$ cat src/ldc_pkg.sv
// ldc_pkg: constants shared by the lcd display controller and its testbench
// assumes: register bus offsets are byte addresses in the cpu data space
`default_nettype none

package ldc_pkg;

   // ------------------------------------------------------------
   // register bus geometry
   // ------------------------------------------------------------
   localparam int ADDR_W = 10;  // data space address width
   localparam int DATA_W = 8;   // register data width

   // ------------------------------------------------------------
   // register offsets
   // ------------------------------------------------------------
   localparam logic [9:0] ADDR_PWR_CTRL = 10'h01A;  // lcd_power_control
   localparam logic [9:0] ADDR_DSP_CTRL = 10'h01B;  // lcd_display_control
   localparam logic [9:0] ADDR_BUF_LO   = 10'h200;  // first display_buffer byte
   localparam logic [9:0] ADDR_BUF_HI   = 10'h22B;  // last display_buffer byte

   // ------------------------------------------------------------
   // reset values
   // ------------------------------------------------------------
   localparam logic [7:0] RST_PWR_CTRL = 8'h7F;  // pump clk 111, pump on, reg on, 1.50V
   localparam logic [7:0] RST_DSP_CTRL = 8'h04;  // lcd clock tap 6, display off

   // ------------------------------------------------------------
   // field positions
   // ------------------------------------------------------------
   localparam int PUMP_CLK_LSB = 0;  // charge pump clock select [2:0]
   localparam int PUMP_EN_BIT  = 3;  // charge pump enable
   localparam int REG_EN_BIT   = 4;  // regulator enable
   localparam int REG_LVL_LSB  = 5;  // regulator level [6:5]
   localparam int LCD_CLK_LSB  = 0;  // lcd clock select [2:0]
   localparam int MODE_LSB     = 3;  // display mode [4:3]

   // ------------------------------------------------------------
   // buffer layout
   // ------------------------------------------------------------
   localparam int BUF_BYTES    = 40;  // display_buffer size
   localparam int ROW_BYTES    = 5;   // stored bytes per common row
   localparam int ROW_STRIDE   = 8;   // address step between rows
   localparam int MAX_COMMONS  = 6;   // most common lines
   localparam int MAX_SEGMENTS = 31;  // most segment lines
   localparam int TAP_COUNT    = 9;   // slow divider taps 0..8

   // ------------------------------------------------------------
   // enumerations
   // ------------------------------------------------------------
   typedef enum logic [1:0] {
      MODE_OFF,   // panel blank, all lines at ground
      MODE_ON,    // drive from display_buffer
      MODE_ZERO,  // all segments off
      MODE_ONE    // all segments on
   } ldc_mode_t;

   // drive level codes of one line
   localparam logic [1:0] LV_VSS  = 2'h0;  // ground
   localparam logic [1:0] LV_V1   = 2'h1;  // one third (half at 1/2 bias)
   localparam logic [1:0] LV_V2   = 2'h2;  // two thirds
   localparam logic [1:0] LV_PANEL_SUPPLY_LEVEL = 2'h3;  // full panel_supply_level

endpackage

`default_nettype wire

$ cat src/ldc_div_if.sv
// ldc_div_if: slow divider taps passed from the divider to the controller
// assumes: both ends run on the same clk
`default_nettype none

interface ldc_div_if;
   logic [8:0] slowDividerTap;  // tap n toggles at slow clock / 2^(n+1)
   logic       slowLevel;       // undivided slow clock, registered

   // divider end
   modport src (output slowDividerTap, output slowLevel);
   // controller end
   modport snk (input slowDividerTap, input slowLevel);
endinterface

`default_nettype wire

$ cat src/ldc_slow_divider.sv
// ldc_slow_divider: ripple-style divider of the 32 kHz slow clock
// assumes: slowClk is a level synchronous to clk, far slower than clk
`default_nettype none

module ldc_slow_divider (
   // clock and reset
   input  wire logic clk,
   input  wire logic rst,
   // slow clock level
   input  wire logic slowClk,
   // taps toward the controller
   ldc_div_if.src    taps
);

   // ------------------------------------------------------------
   // state
   // ------------------------------------------------------------
   typedef struct packed {
      logic       slowNow;  // registered slow clock level
      logic [8:0] count;    // slow clock edge counter
   } ldc_div_state_t;

   ldc_div_state_t s;       // current state
   ldc_div_state_t next_s;  // next state

   // count every rising slow clock edge
   always_comb begin
      next_s         = s;
      next_s.slowNow = slowClk;
      if (slowClk && !s.slowNow) begin
         next_s.count = s.count + 9'h001;
      end
   end

   // register the state
   always_ff @(posedge clk or posedge rst) begin
      if (rst) begin
         s <= '0;
      end else begin
         s <= next_s;
      end
   end

   assign taps.slowDividerTap = s.count;
   assign taps.slowLevel      = s.slowNow;

endmodule

`default_nettype wire

$ cat src/ldc_display_controller.sv
// ldc_display_controller: lcd power control, clock taps, buffer and scan drive
// assumes: one 10 MHz clk; slowClk is a synchronous 32 kHz level
//
// How it works
// - forty byte display buffer, top at 0x22B
// - buffer writes shown on the lines one clk later
// - rows every eight bytes, byte k holds 8k+7..8k
// - pump clock code picks slow/128 ... slow/1
// - power bit 3 enables charge pump
// - power bit 4 enables regulator
// - power bits 6:5 pick regulator level
// - lcd clock code picks slow/512 ... slow/16
// - lcd clocks come from slow divider only
// - one common line per lcd clock period
// - mode bits 4:3 pick off, on, zero, one
// - build-time duty two to six commons
// - build-time bias half or third
// - build-time segment count, others idle
// - third bias uses four drive levels
//
// Chosen here: the strobed register port.
`default_nettype none

module ldc_display_controller #(
   parameter int DUTY      = 4,   // common lines in use, 2..6
   parameter int BIAS      = 3,   // 2 for 1/2 bias, 3 for 1/3 bias
   parameter int SEG_COUNT = 31   // segment lines in use, 0..31
) (
   // clock and reset
   input  wire logic        clk,
   input  wire logic        rst,
   // slow clock
   input  wire logic        slowClk,
   // register bus
   input  wire logic [9:0]  addr,
   input  wire logic [7:0]  wrData,
   input  wire logic        wrStrobe,
   input  wire logic        rdStrobe,
   output logic      [7:0]  rdData,
   // analog power controls
   output logic             chargePumpEn,
   output logic             regulatorEn,
   output logic      [1:0]  regulatorLevel,
   output logic             chargePumpClk,
   // panel drive, two level bits per line
   output logic      [11:0] commonLine,
   output logic      [61:0] segmentLine
);

   // ------------------------------------------------------------
   // helper functions
   // ------------------------------------------------------------

   // buffer address decode
   function automatic logic bufMapped(input logic [9:0] a);
      bufMapped = (a >= ldc_pkg::ADDR_BUF_LO) && (a <= ldc_pkg::ADDR_BUF_HI)
                  && (a[2:0] < 3'(ldc_pkg::ROW_BYTES));
   endfunction

   // storage index of a row and byte
   function automatic logic [5:0] bufIndex(input logic [2:0] row, input logic [2:0] k);
      bufIndex = 6'(row * ldc_pkg::ROW_BYTES) + 6'(k);
   endfunction

   // lcd clock tap for a select code
   function automatic logic lcdTap(input logic [2:0] code, input logic [8:0] t);
      case (code)
         3'h0:    lcdTap = t[8];
         3'h4:    lcdTap = t[6];
         3'h5:    lcdTap = t[5];
         3'h6:    lcdTap = t[4];
         3'h7:    lcdTap = t[3];
         default: lcdTap = t[7];
      endcase
   endfunction

   // charge pump clock for a select code
   function automatic logic pumpTap(input logic [2:0] code, input logic [8:0] t,
                                    input logic slow);
      if (code == 3'h7) begin
         pumpTap = slow;
      end else begin
         pumpTap = t[3'h6 - code];
      end
   endfunction

   // ------------------------------------------------------------
   // state
   // ------------------------------------------------------------
   typedef struct packed {
      logic [7:0]  pwrCtrl;   // lcd_power_control
      logic [7:0]  dspCtrl;   // lcd_display_control
      logic [7:0]  rdData;    // read answer
      logic [2:0]  comIdx;    // common line being scanned
      logic        phase;     // frame polarity
      logic        prevTap;   // lcd clock tap one cycle ago
      logic        pumpClk;   // registered charge pump clock
      logic [11:0] comLevel;  // common drive codes
      logic [61:0] segLevel;  // segment drive codes
   } ldc_state_t;

   ldc_state_t s;       // current state
   ldc_state_t next_s;  // next state

   logic [7:0] displayBuffer [ldc_pkg::BUF_BYTES];  // display_buffer storage
   ldc_div_if  divBus ();                           // divider taps

   // ------------------------------------------------------------
   // slow clock divider
   // ------------------------------------------------------------
   ldc_slow_divider divider (
      .clk     (clk),
      .rst     (rst),
      .slowClk (slowClk),
      .taps    (divBus)
   );

   // ------------------------------------------------------------
   // buffer write port
   // ------------------------------------------------------------

   always_ff @(posedge clk) begin
      if (wrStrobe && bufMapped(addr)) begin
         displayBuffer[bufIndex(addr[5:3], addr[2:0])] <= wrData;
      end
   end

   // ------------------------------------------------------------
   // next state
   // ------------------------------------------------------------
   always_comb begin
      logic       tapNow;
      logic [1:0] mode;
      logic       segOn;
      logic [7:0] segByte;
      logic [1:0] lvl;
      tapNow  = 1'b0;
      mode    = 2'h0;
      segOn   = 1'b0;
      segByte = 8'h00;
      lvl     = ldc_pkg::LV_VSS;
      next_s  = s;

      // register writes
      if (wrStrobe) begin
         if (addr == ldc_pkg::ADDR_PWR_CTRL) begin
            next_s.pwrCtrl = wrData;
         end else if (addr == ldc_pkg::ADDR_DSP_CTRL) begin
            next_s.dspCtrl = wrData;
         end
      end

      // read answer stands one cycle only
      next_s.rdData = 8'h00;
      if (rdStrobe) begin
         if (addr == ldc_pkg::ADDR_PWR_CTRL) begin
            next_s.rdData = s.pwrCtrl;
         end else if (addr == ldc_pkg::ADDR_DSP_CTRL) begin
            next_s.rdData = s.dspCtrl;
         end else if (bufMapped(addr)) begin
            next_s.rdData = displayBuffer[bufIndex(addr[5:3], addr[2:0])];
         end
      end

      next_s.pumpClk = pumpTap(s.pwrCtrl[ldc_pkg::PUMP_CLK_LSB +: 3],
                               divBus.slowDividerTap, divBus.slowLevel);

      // lcd clock from the slow divider
      tapNow         = lcdTap(s.dspCtrl[ldc_pkg::LCD_CLK_LSB +: 3], divBus.slowDividerTap);
      next_s.prevTap = tapNow;

      // advance one common per lcd clock rise
      if (tapNow && !s.prevTap) begin
         if (s.comIdx == 3'(DUTY - 1)) begin
            next_s.comIdx = 3'h0;
            next_s.phase  = !s.phase;
         end else begin
            next_s.comIdx = s.comIdx + 3'h1;
         end
      end

      mode = s.dspCtrl[ldc_pkg::MODE_LSB +: 2];

      for (int c = 0; c < ldc_pkg::MAX_COMMONS; c++) begin
         if (mode == ldc_pkg::MODE_OFF || c >= DUTY) begin
            lvl = ldc_pkg::LV_VSS;
         end else if (3'(c) == s.comIdx) begin
            lvl = s.phase ? ldc_pkg::LV_VSS : ldc_pkg::LV_PANEL_SUPPLY_LEVEL;
         end else if (BIAS == 3) begin
            lvl = s.phase ? ldc_pkg::LV_V2 : ldc_pkg::LV_V1;
         end else begin
            lvl = ldc_pkg::LV_V1;
         end
         next_s.comLevel[2*c +: 2] = lvl;
      end

      for (int g = 0; g < ldc_pkg::MAX_SEGMENTS; g++) begin
         segByte = displayBuffer[bufIndex(s.comIdx, 3'(g / 8))];
         case (mode)
            ldc_pkg::MODE_ON:  segOn = segByte[g % 8];
            ldc_pkg::MODE_ONE: segOn = 1'b1;
            default:           segOn = 1'b0;
         endcase
         if (mode == ldc_pkg::MODE_OFF || g >= SEG_COUNT) begin
            lvl = ldc_pkg::LV_VSS;
         end else if (segOn) begin
            lvl = s.phase ? ldc_pkg::LV_PANEL_SUPPLY_LEVEL : ldc_pkg::LV_VSS;
         end else if (BIAS == 3) begin
            lvl = s.phase ? ldc_pkg::LV_V1 : ldc_pkg::LV_V2;
         end else begin
            lvl = ldc_pkg::LV_V1;
         end
         next_s.segLevel[2*g +: 2] = lvl;
      end
   end

   // ------------------------------------------------------------
   // state register
   // ------------------------------------------------------------
   always_ff @(posedge clk or posedge rst) begin
      if (rst) begin
         s         <= '0;
         s.pwrCtrl <= ldc_pkg::RST_PWR_CTRL;
         s.dspCtrl <= ldc_pkg::RST_DSP_CTRL;
      end else begin
         s <= next_s;
      end
   end

   // ------------------------------------------------------------
   // outputs
   // ------------------------------------------------------------
   assign rdData         = s.rdData;
   assign chargePumpEn   = s.pwrCtrl[ldc_pkg::PUMP_EN_BIT];
   assign regulatorEn    = s.pwrCtrl[ldc_pkg::REG_EN_BIT];
   assign regulatorLevel = s.pwrCtrl[ldc_pkg::REG_LVL_LSB +: 2];
   assign chargePumpClk  = s.pumpClk;
   assign commonLine     = s.comLevel;
   assign segmentLine    = s.segLevel;
endmodule

`default_nettype wire

$ cat config.mk
export PLATFORM = sky130hd
export DESIGN_NAME = ldc_display_controller
export DESIGN_NICKNAME = d
export VERILOG_FILES = /design/src/ldc_pkg.sv /design/src/ldc_div_if.sv /design/src/ldc_slow_divider.sv /design/src/ldc_display_controller.sv
export SDC_FILE = /design/constraint.sdc
export NUM_CORES = 1
export LEC_CHECK = 0
export BUFFER_PORTS_ARGS = -buffer_cell sky130_fd_sc_hd__buf_2
export CAP_MARGIN = 20
export CORE_MARGIN = 2
export CORE_UTILIZATION = 45
export DETAILED_ROUTE_END_ITERATION = 6
export SYNTH_ARGS = -nofsm -noshare
export SYNTH_HDL_FRONTEND = slang
export SYNTH_SLANG_ARGS = --single-unit
$ cat constraint.sdc
create_clock -name clk -period 4.2 [get_ports clk]
set_clock_uncertainty 0.15 [all_clocks]
set_input_delay 0.42 -clock clk [delete_from_list [all_inputs] [get_ports clk]]
set_output_delay 0.42 -clock clk [all_outputs]
set_load 0.03 [all_outputs]
; Yosys cells after proc, flatten, opt, wreduce, memory -nomap -nowiden
; Memories as Yosys holds them, arrays and structs flattened.
; Index checks and enable logic that the tools add are counted.
[word_totals]
regBits = 110
memories = 1
output_inout_bits = 87
ramBits = 320
inputBits = 23
word_cells = 169
[mem_list]
columns = name, depth, word_bits, read_ports, rd_clocked_by_memory_dff, wr, line
row1 = displayBuffer, 40, 8, 5, 0, 1, ldc_display_controller.sv:105  ; logic [7:0] displayBuffer [ldc_pkg::BUF_BYTES];
[classes]
n_bitwise = 1
addsub = 7
n_lt_le_gt_ge = 4
mul = 2
n_eq_ne = 13
mux = 116
reduce_logical = 14
[op_table]
columns = cell, count
row1 = 2-bit two-way mux, 74
row2 = 1-bit one-hot mux with 2 select lines, 31
row3 = 8-bit two-way mux, 4
row4 = "10-bit by 5-bit equality test with 1-bit output, second input constant", 2
row5 = "3-bit equality test, second input constant", 5
row6 = "6-bit by 2-bit adder with 6-bit output, second input constant", 2
row7 = "3-bit by 3-bit multiplier with 6-bit output, second input constant", 2
row8 = "10-bit greater-or-equal comparator, second input constant", 1
row9 = "10-bit less-or-equal comparator, second input constant", 1
row10 = "9-bit by 1-bit adder with 9-bit output, second input constant", 1
row11 = "6-bit by 1-bit adder with 6-bit output, second input constant", 1
row12 = 6-bit by 3-bit adder with 6-bit output, 1
row13 = "2-bit by 3-bit equality test with 1-bit output, first input constant", 2
row14 = 3-bit zero test, 2
row15 = 1-bit logical AND, 5
row16 = "3-bit by 5-bit less-than comparator with 1-bit output, second input constant", 1
row17 = 1-bit one-hot mux with 5 select lines, 1
row18 = 1-bit two-way mux, 4
row19 = 2-bit AND reduction, 2
row20 = "3-bit by 1-bit adder with 3-bit output, second input constant", 1
row21 = 1-bit binary-select mux with 3-bit select, 1
row22 = "1-bit by 3-bit equality test with 1-bit output, first input constant", 1
row23 = "3-bit by 2-bit equality test with 1-bit output, second input constant", 1
row24 = 1-bit zero test, 3
row25 = other kinds (8), 8

; Logic depth before layout (Yosys ltp)
[depth]
depth_word = 7
depth_mapped = 15
ltp_nobuf = 9

; Hierarchy
; From an unflattened synthesis, not the netlist that was laid out.
[unflattened]
hier_cells = 2106
hier_area_um2 = 27974.3
[modules_own_cells]
columns = module, area_per_inst_um2, seq_area_each_um2, cells_per_inst, instances
row1 = ldc_display_controller, 27521.4, 11320.9, 2071, 1
row2 = ldc_slow_divider, 452.9, 250.2, 35, 1

; Worst setup path before layout
; OpenSTA, ideal clock, no wires.
[synth_timing]
path_kind = reg2reg
startpoint = reg s[78] (netlist name)
endpoint = reg s, in the netlist segmentLine[21]
arrival_ps = 3294
required_ps = 3925
stages_incl_launch_ff = 16
synth_period_minus_slack_ps = 3569
path_buffers = 8
setup_time_ps = 125
slack_ps = 631
path_cell_list = dfrtp_1 > buf_4 > buf_2 > buf_2 > buf_2 > inv_1 > ha_1 > buf_4 > buf_2 > and2_1 > buf_2 > clkbuf_1 > a32oi_1 > a31oi_1 > nor4_1 > mux2_2
[synth_lines]
columns = item, line
row1 = from (decl), ldc_display_controller.sv:102  ; ldc_state_t s;
row2 = from (signal assigned), ldc_display_controller.sv:226  ; s <= next_s;

==> summary.md <==
| Metric | Value |
|---|---|
| Status | `complete, but fails checks` |
| Failing checks | `DRC` |
| GRT Residual Overflow | `0` |
| Post-route ant nets | `0` |
| RSZ-0062 raised after global routing | `no` |
| Final setup fails | `0` |
| Peak supply drop | `a little over 300 uV` |
| Starting density of the core | `0.4559` |
| Peak Freq | `between 0.2 and 0.25 GHz` |
| Vias per std cell | `about 7.4` |
| First-pass GRT wire length | `roughly 160000 um` |
| Clock Power Share | `0.415` |
| Die Area | `roughly 63000 sq um` |
| Syn Inst Count | `2071` |
| Post-CTS resize count | `0` |
| Crit end category | `register` |
| Synth unique cells | `between 80 and 90` |
| Pre-CTS setup slack | `-0.004694 ns` |
| Synthesis Warnings | `0` |
| Cell Int Power | `roughly 7200 uW` |
| DR DRC count | `22` |
| Max-cap viol count | `0` |
| CTS max path bufs | `3` |
| Top_reg_cell synth | `edfxtp_1` |
| Fin area | `between 30000 and 40000 sq um` |
| Switch Pwr | `about 2600 uW` |
| Slew HR | `0.2795` |
| Final hold violation count | `0` |
| CTS clock-pin slew for the worst setup and hold paths | `0.06 ns` |
| I/O pin count | `110` |
| # fillers | `roughly 5000` |
| Max stage delay cell, worst path | `ha_1` |
| Vias in the first global route | `around 21000` |
| Pwr/cell area | `316.9 nW/um^2` |
| P&R area growth vs syn | `12.19%` |
| Htree depth | `2` |
| Cell mode on critical path | `ha_1` |
| CP required | `roughly 4.5 ns` |
| Skew-Pair Late Insertion Delay | `about 0.60 ns` |
| Crit path time final | `between 4 and 5 ns` |
| Worst-path fanout max | `14` |
| Worst EP arrival | `4.37 ns` |
| Row count | `90` |
| Final WL | `approximately 120000 um` |
| Seq/Total Area, Yosys | `0.4205` |
| Avg WL per Cell | `a little under 40 um` |
| 1st-pass router iterations | `7` |
| Num CTS Buffers | `46` |
| Most frequent cells in the layout | `edfxtp_1 (320), mux4_2 (315), nand2_1 (261)` |
| Sequential share of power | `0.445` |
| P_leak | `roughly 0.011 uW` |
| I/O Buffers | `approximately 110` |
| Final Max Slew Viols | `0` |
| Commonest non-fill, non-tap cell in the layout | `edfxtp_1` |
| Ys async rst share | `0.1960` |
| Pin count of the biggest net entering global routing | `112` |
| Placed Area | `between 20000 and 30000 sq um` |
| Die Wd | `251.3 um` |
| Worst slew pin tran | `roughly 1.1 ns` |
| Comb pwr share | `0.140` |
| Routability cong. | `1.021` |
| HPWL Detailed | `slightly above 80000 um` |
| Final period utilization | `0.9619` |
| Crit path largest cell delay | `around 0.6 ns` |
| Number of synthesized flops with an enable pin | `320` |
| Syn avg cell area | `13.29 sq um` |
| Vias after detailed routing | `roughly 22000` |
| # nets final | `around 2200` |
| Worst setup SP type | `register` |
| Post-synthesis register bit count | `about 400` |
| Critical path, cell by cell | `ha_1 -> ha_2 -> ha_1 -> a21boi_0 -> o41ai_1 -> and3_1 -> a32o_1 -> nor4_1 -> buf_4 -> mux2_2` |
| Clk root buf | `clkbuf_16` |
| Worst Slack Setup Final | `0.1602 ns` |
| Synth Cell Area | `around 28000 sq um` |
| Gr usage total | `0.3676` |
| Clock sink count | `around 400` |
| Initial antenna violation count | `11` |
| Ratio of cells with drive above 1 in the final layout | `0.3582` |
| CTS tree | `built` |
| Die height | `between 200 and 300 um` |
| Crit path kind | `reg2reg` |
| Post-CTS Setup Inserts | `0` |
| Worst Hold Class | `in2reg` |
| Net Sw Frac | `0.2659` |
| Core area | `a little over 60000 sq um` |
| Initial DRC count | `between 3000 and 4000` |
## per-stage QoR
step | instances | power, uW | hold slack (ns) | setup TNS, ns | util
after floorplan | 2074 | 5171 | 0.2952 | 0 | -
final | 2986 | 9781 | 0.03348 | 0 | 0.5114
after global routing | 2982 | 9993 | 0.03659 | 0 | 0.5113
after global placement | 2893 | 5717 | 0.3142 | 0 | 0.4857
after detailed placement | 2895 | 5734 | 0.3169 | -0.004694 | 0.4859
after CTS | 2981 | 9763 | 0.002201 | 0 | 0.5109
## flip-flops by register name (all words and copies together), names as in the netlist, 2 cells and up
name	flops
displayBuffer	320
segmentLine	32
s	17
divider.taps.slowDividerTap	9
rdData	8
commonLine	6
regulatorLevel	2
## synthesized netlist by cell type, drive strengths merged, types with 43 or more instances
master	number	area, sq um
nand2	261	979.7
o22ai	45	281.5
a21oi	43	215.2
edfxtp	320	9609
mux2i	88	880.8
mux4	315	7094
dfrtp	70	1752
nand3	75	375.4
clkbuf	53	198.9
mux2	69	777.0
nor2	83	316.6
buf	202	1363
## power groups by stage
stage | sequential (uW) | clock, uW | combinational, uW
floorplan | 4420 | 0 | 750
finish | 4350 | 4060 | 1360
global route | 4360 | 4250 | 1390
detailed placement | 4430 | 0 | 1300
global placement | 4430 | 0 | 1290
CTS | 4350 | 4100 | 1310
## final timing paths
path	slack [ns]	cells after the start	start	to
worst max-delay path	0.16	10	s[77]	segmentLine[27]
worst min-delay path	0.03	3	rdStrobe	rdData[1]
worst max register to register	0.16	10	s[77]	segmentLine[27]
worst min register to register	0.32	1	divider.taps.slowDividerTap[8]	divider.taps.slowDividerTap[8]
max in group asynchronous	2.55	4	rst	s[78]
min in group asynchronous	0.36	3	rst	divider.taps.slowDividerTap[7]
## cells by family after synthesis
kind of cell,after synthesis,synth area share
DFF,398,0.4205
adders and majority gates,24,0.01119
AOI/OAI and AO/OA,330,0.08726
muxes,472,0.3181
other,1,0.0001363
and+or+nand+nor,535,0.08881
buffers and inverters,268,0.05852
xor gates and xnor gates,43,0.01546
## what timing repair did
action,4_1_cts,5_1_grt
setup endpoints to repair,0,0
hold buffers,2,0
endpoints found under the hold margin,33,0
## worst max-delay path: cells and delay by family, from the launching register on
family | cells | cell delay [ns]
AOI/OAI and AO/OA | 3 | 0.87
adders and majority gates | 3 | 0.96
buffers and inverters | 1 | 0.22
DFF | 1 | 0.47
muxes | 1 | 0.32
and+or+nand+nor | 2 | 0.91
## final cells by class
cell class / count / area [sq um] / area share
tap: 782 / 978.4 / 0.03170
inverter: 13 / 50.05 / 0.001621
sequential: 398 / 11580 / 0.3751
clock inverter: 26 / 261.5 / 0.008471
clock buffer: 58 / 1227 / 0.03976
multi-input combinational: 1408 / 14440 / 0.4678
antenna: 4 / 10.01 / 0.0003243
timing repair buffer: 297 / 2322 / 0.07523
## routing by layer
| metal | up-vias | track usage | routed length (um) |
|---|---|---|---|
| li1 | 8495 | - | - |
| met1 | 11305 | 0.4954 | 42700 |
| met2 | 1994 | 0.5279 | 48640 |
| met3 | 407 | 0.1173 | 16480 |
| met4 | 16 | 0.2036 | 8047 |
| met5 | - | 0 | 115 |
(Power assumes the default switching activity.)
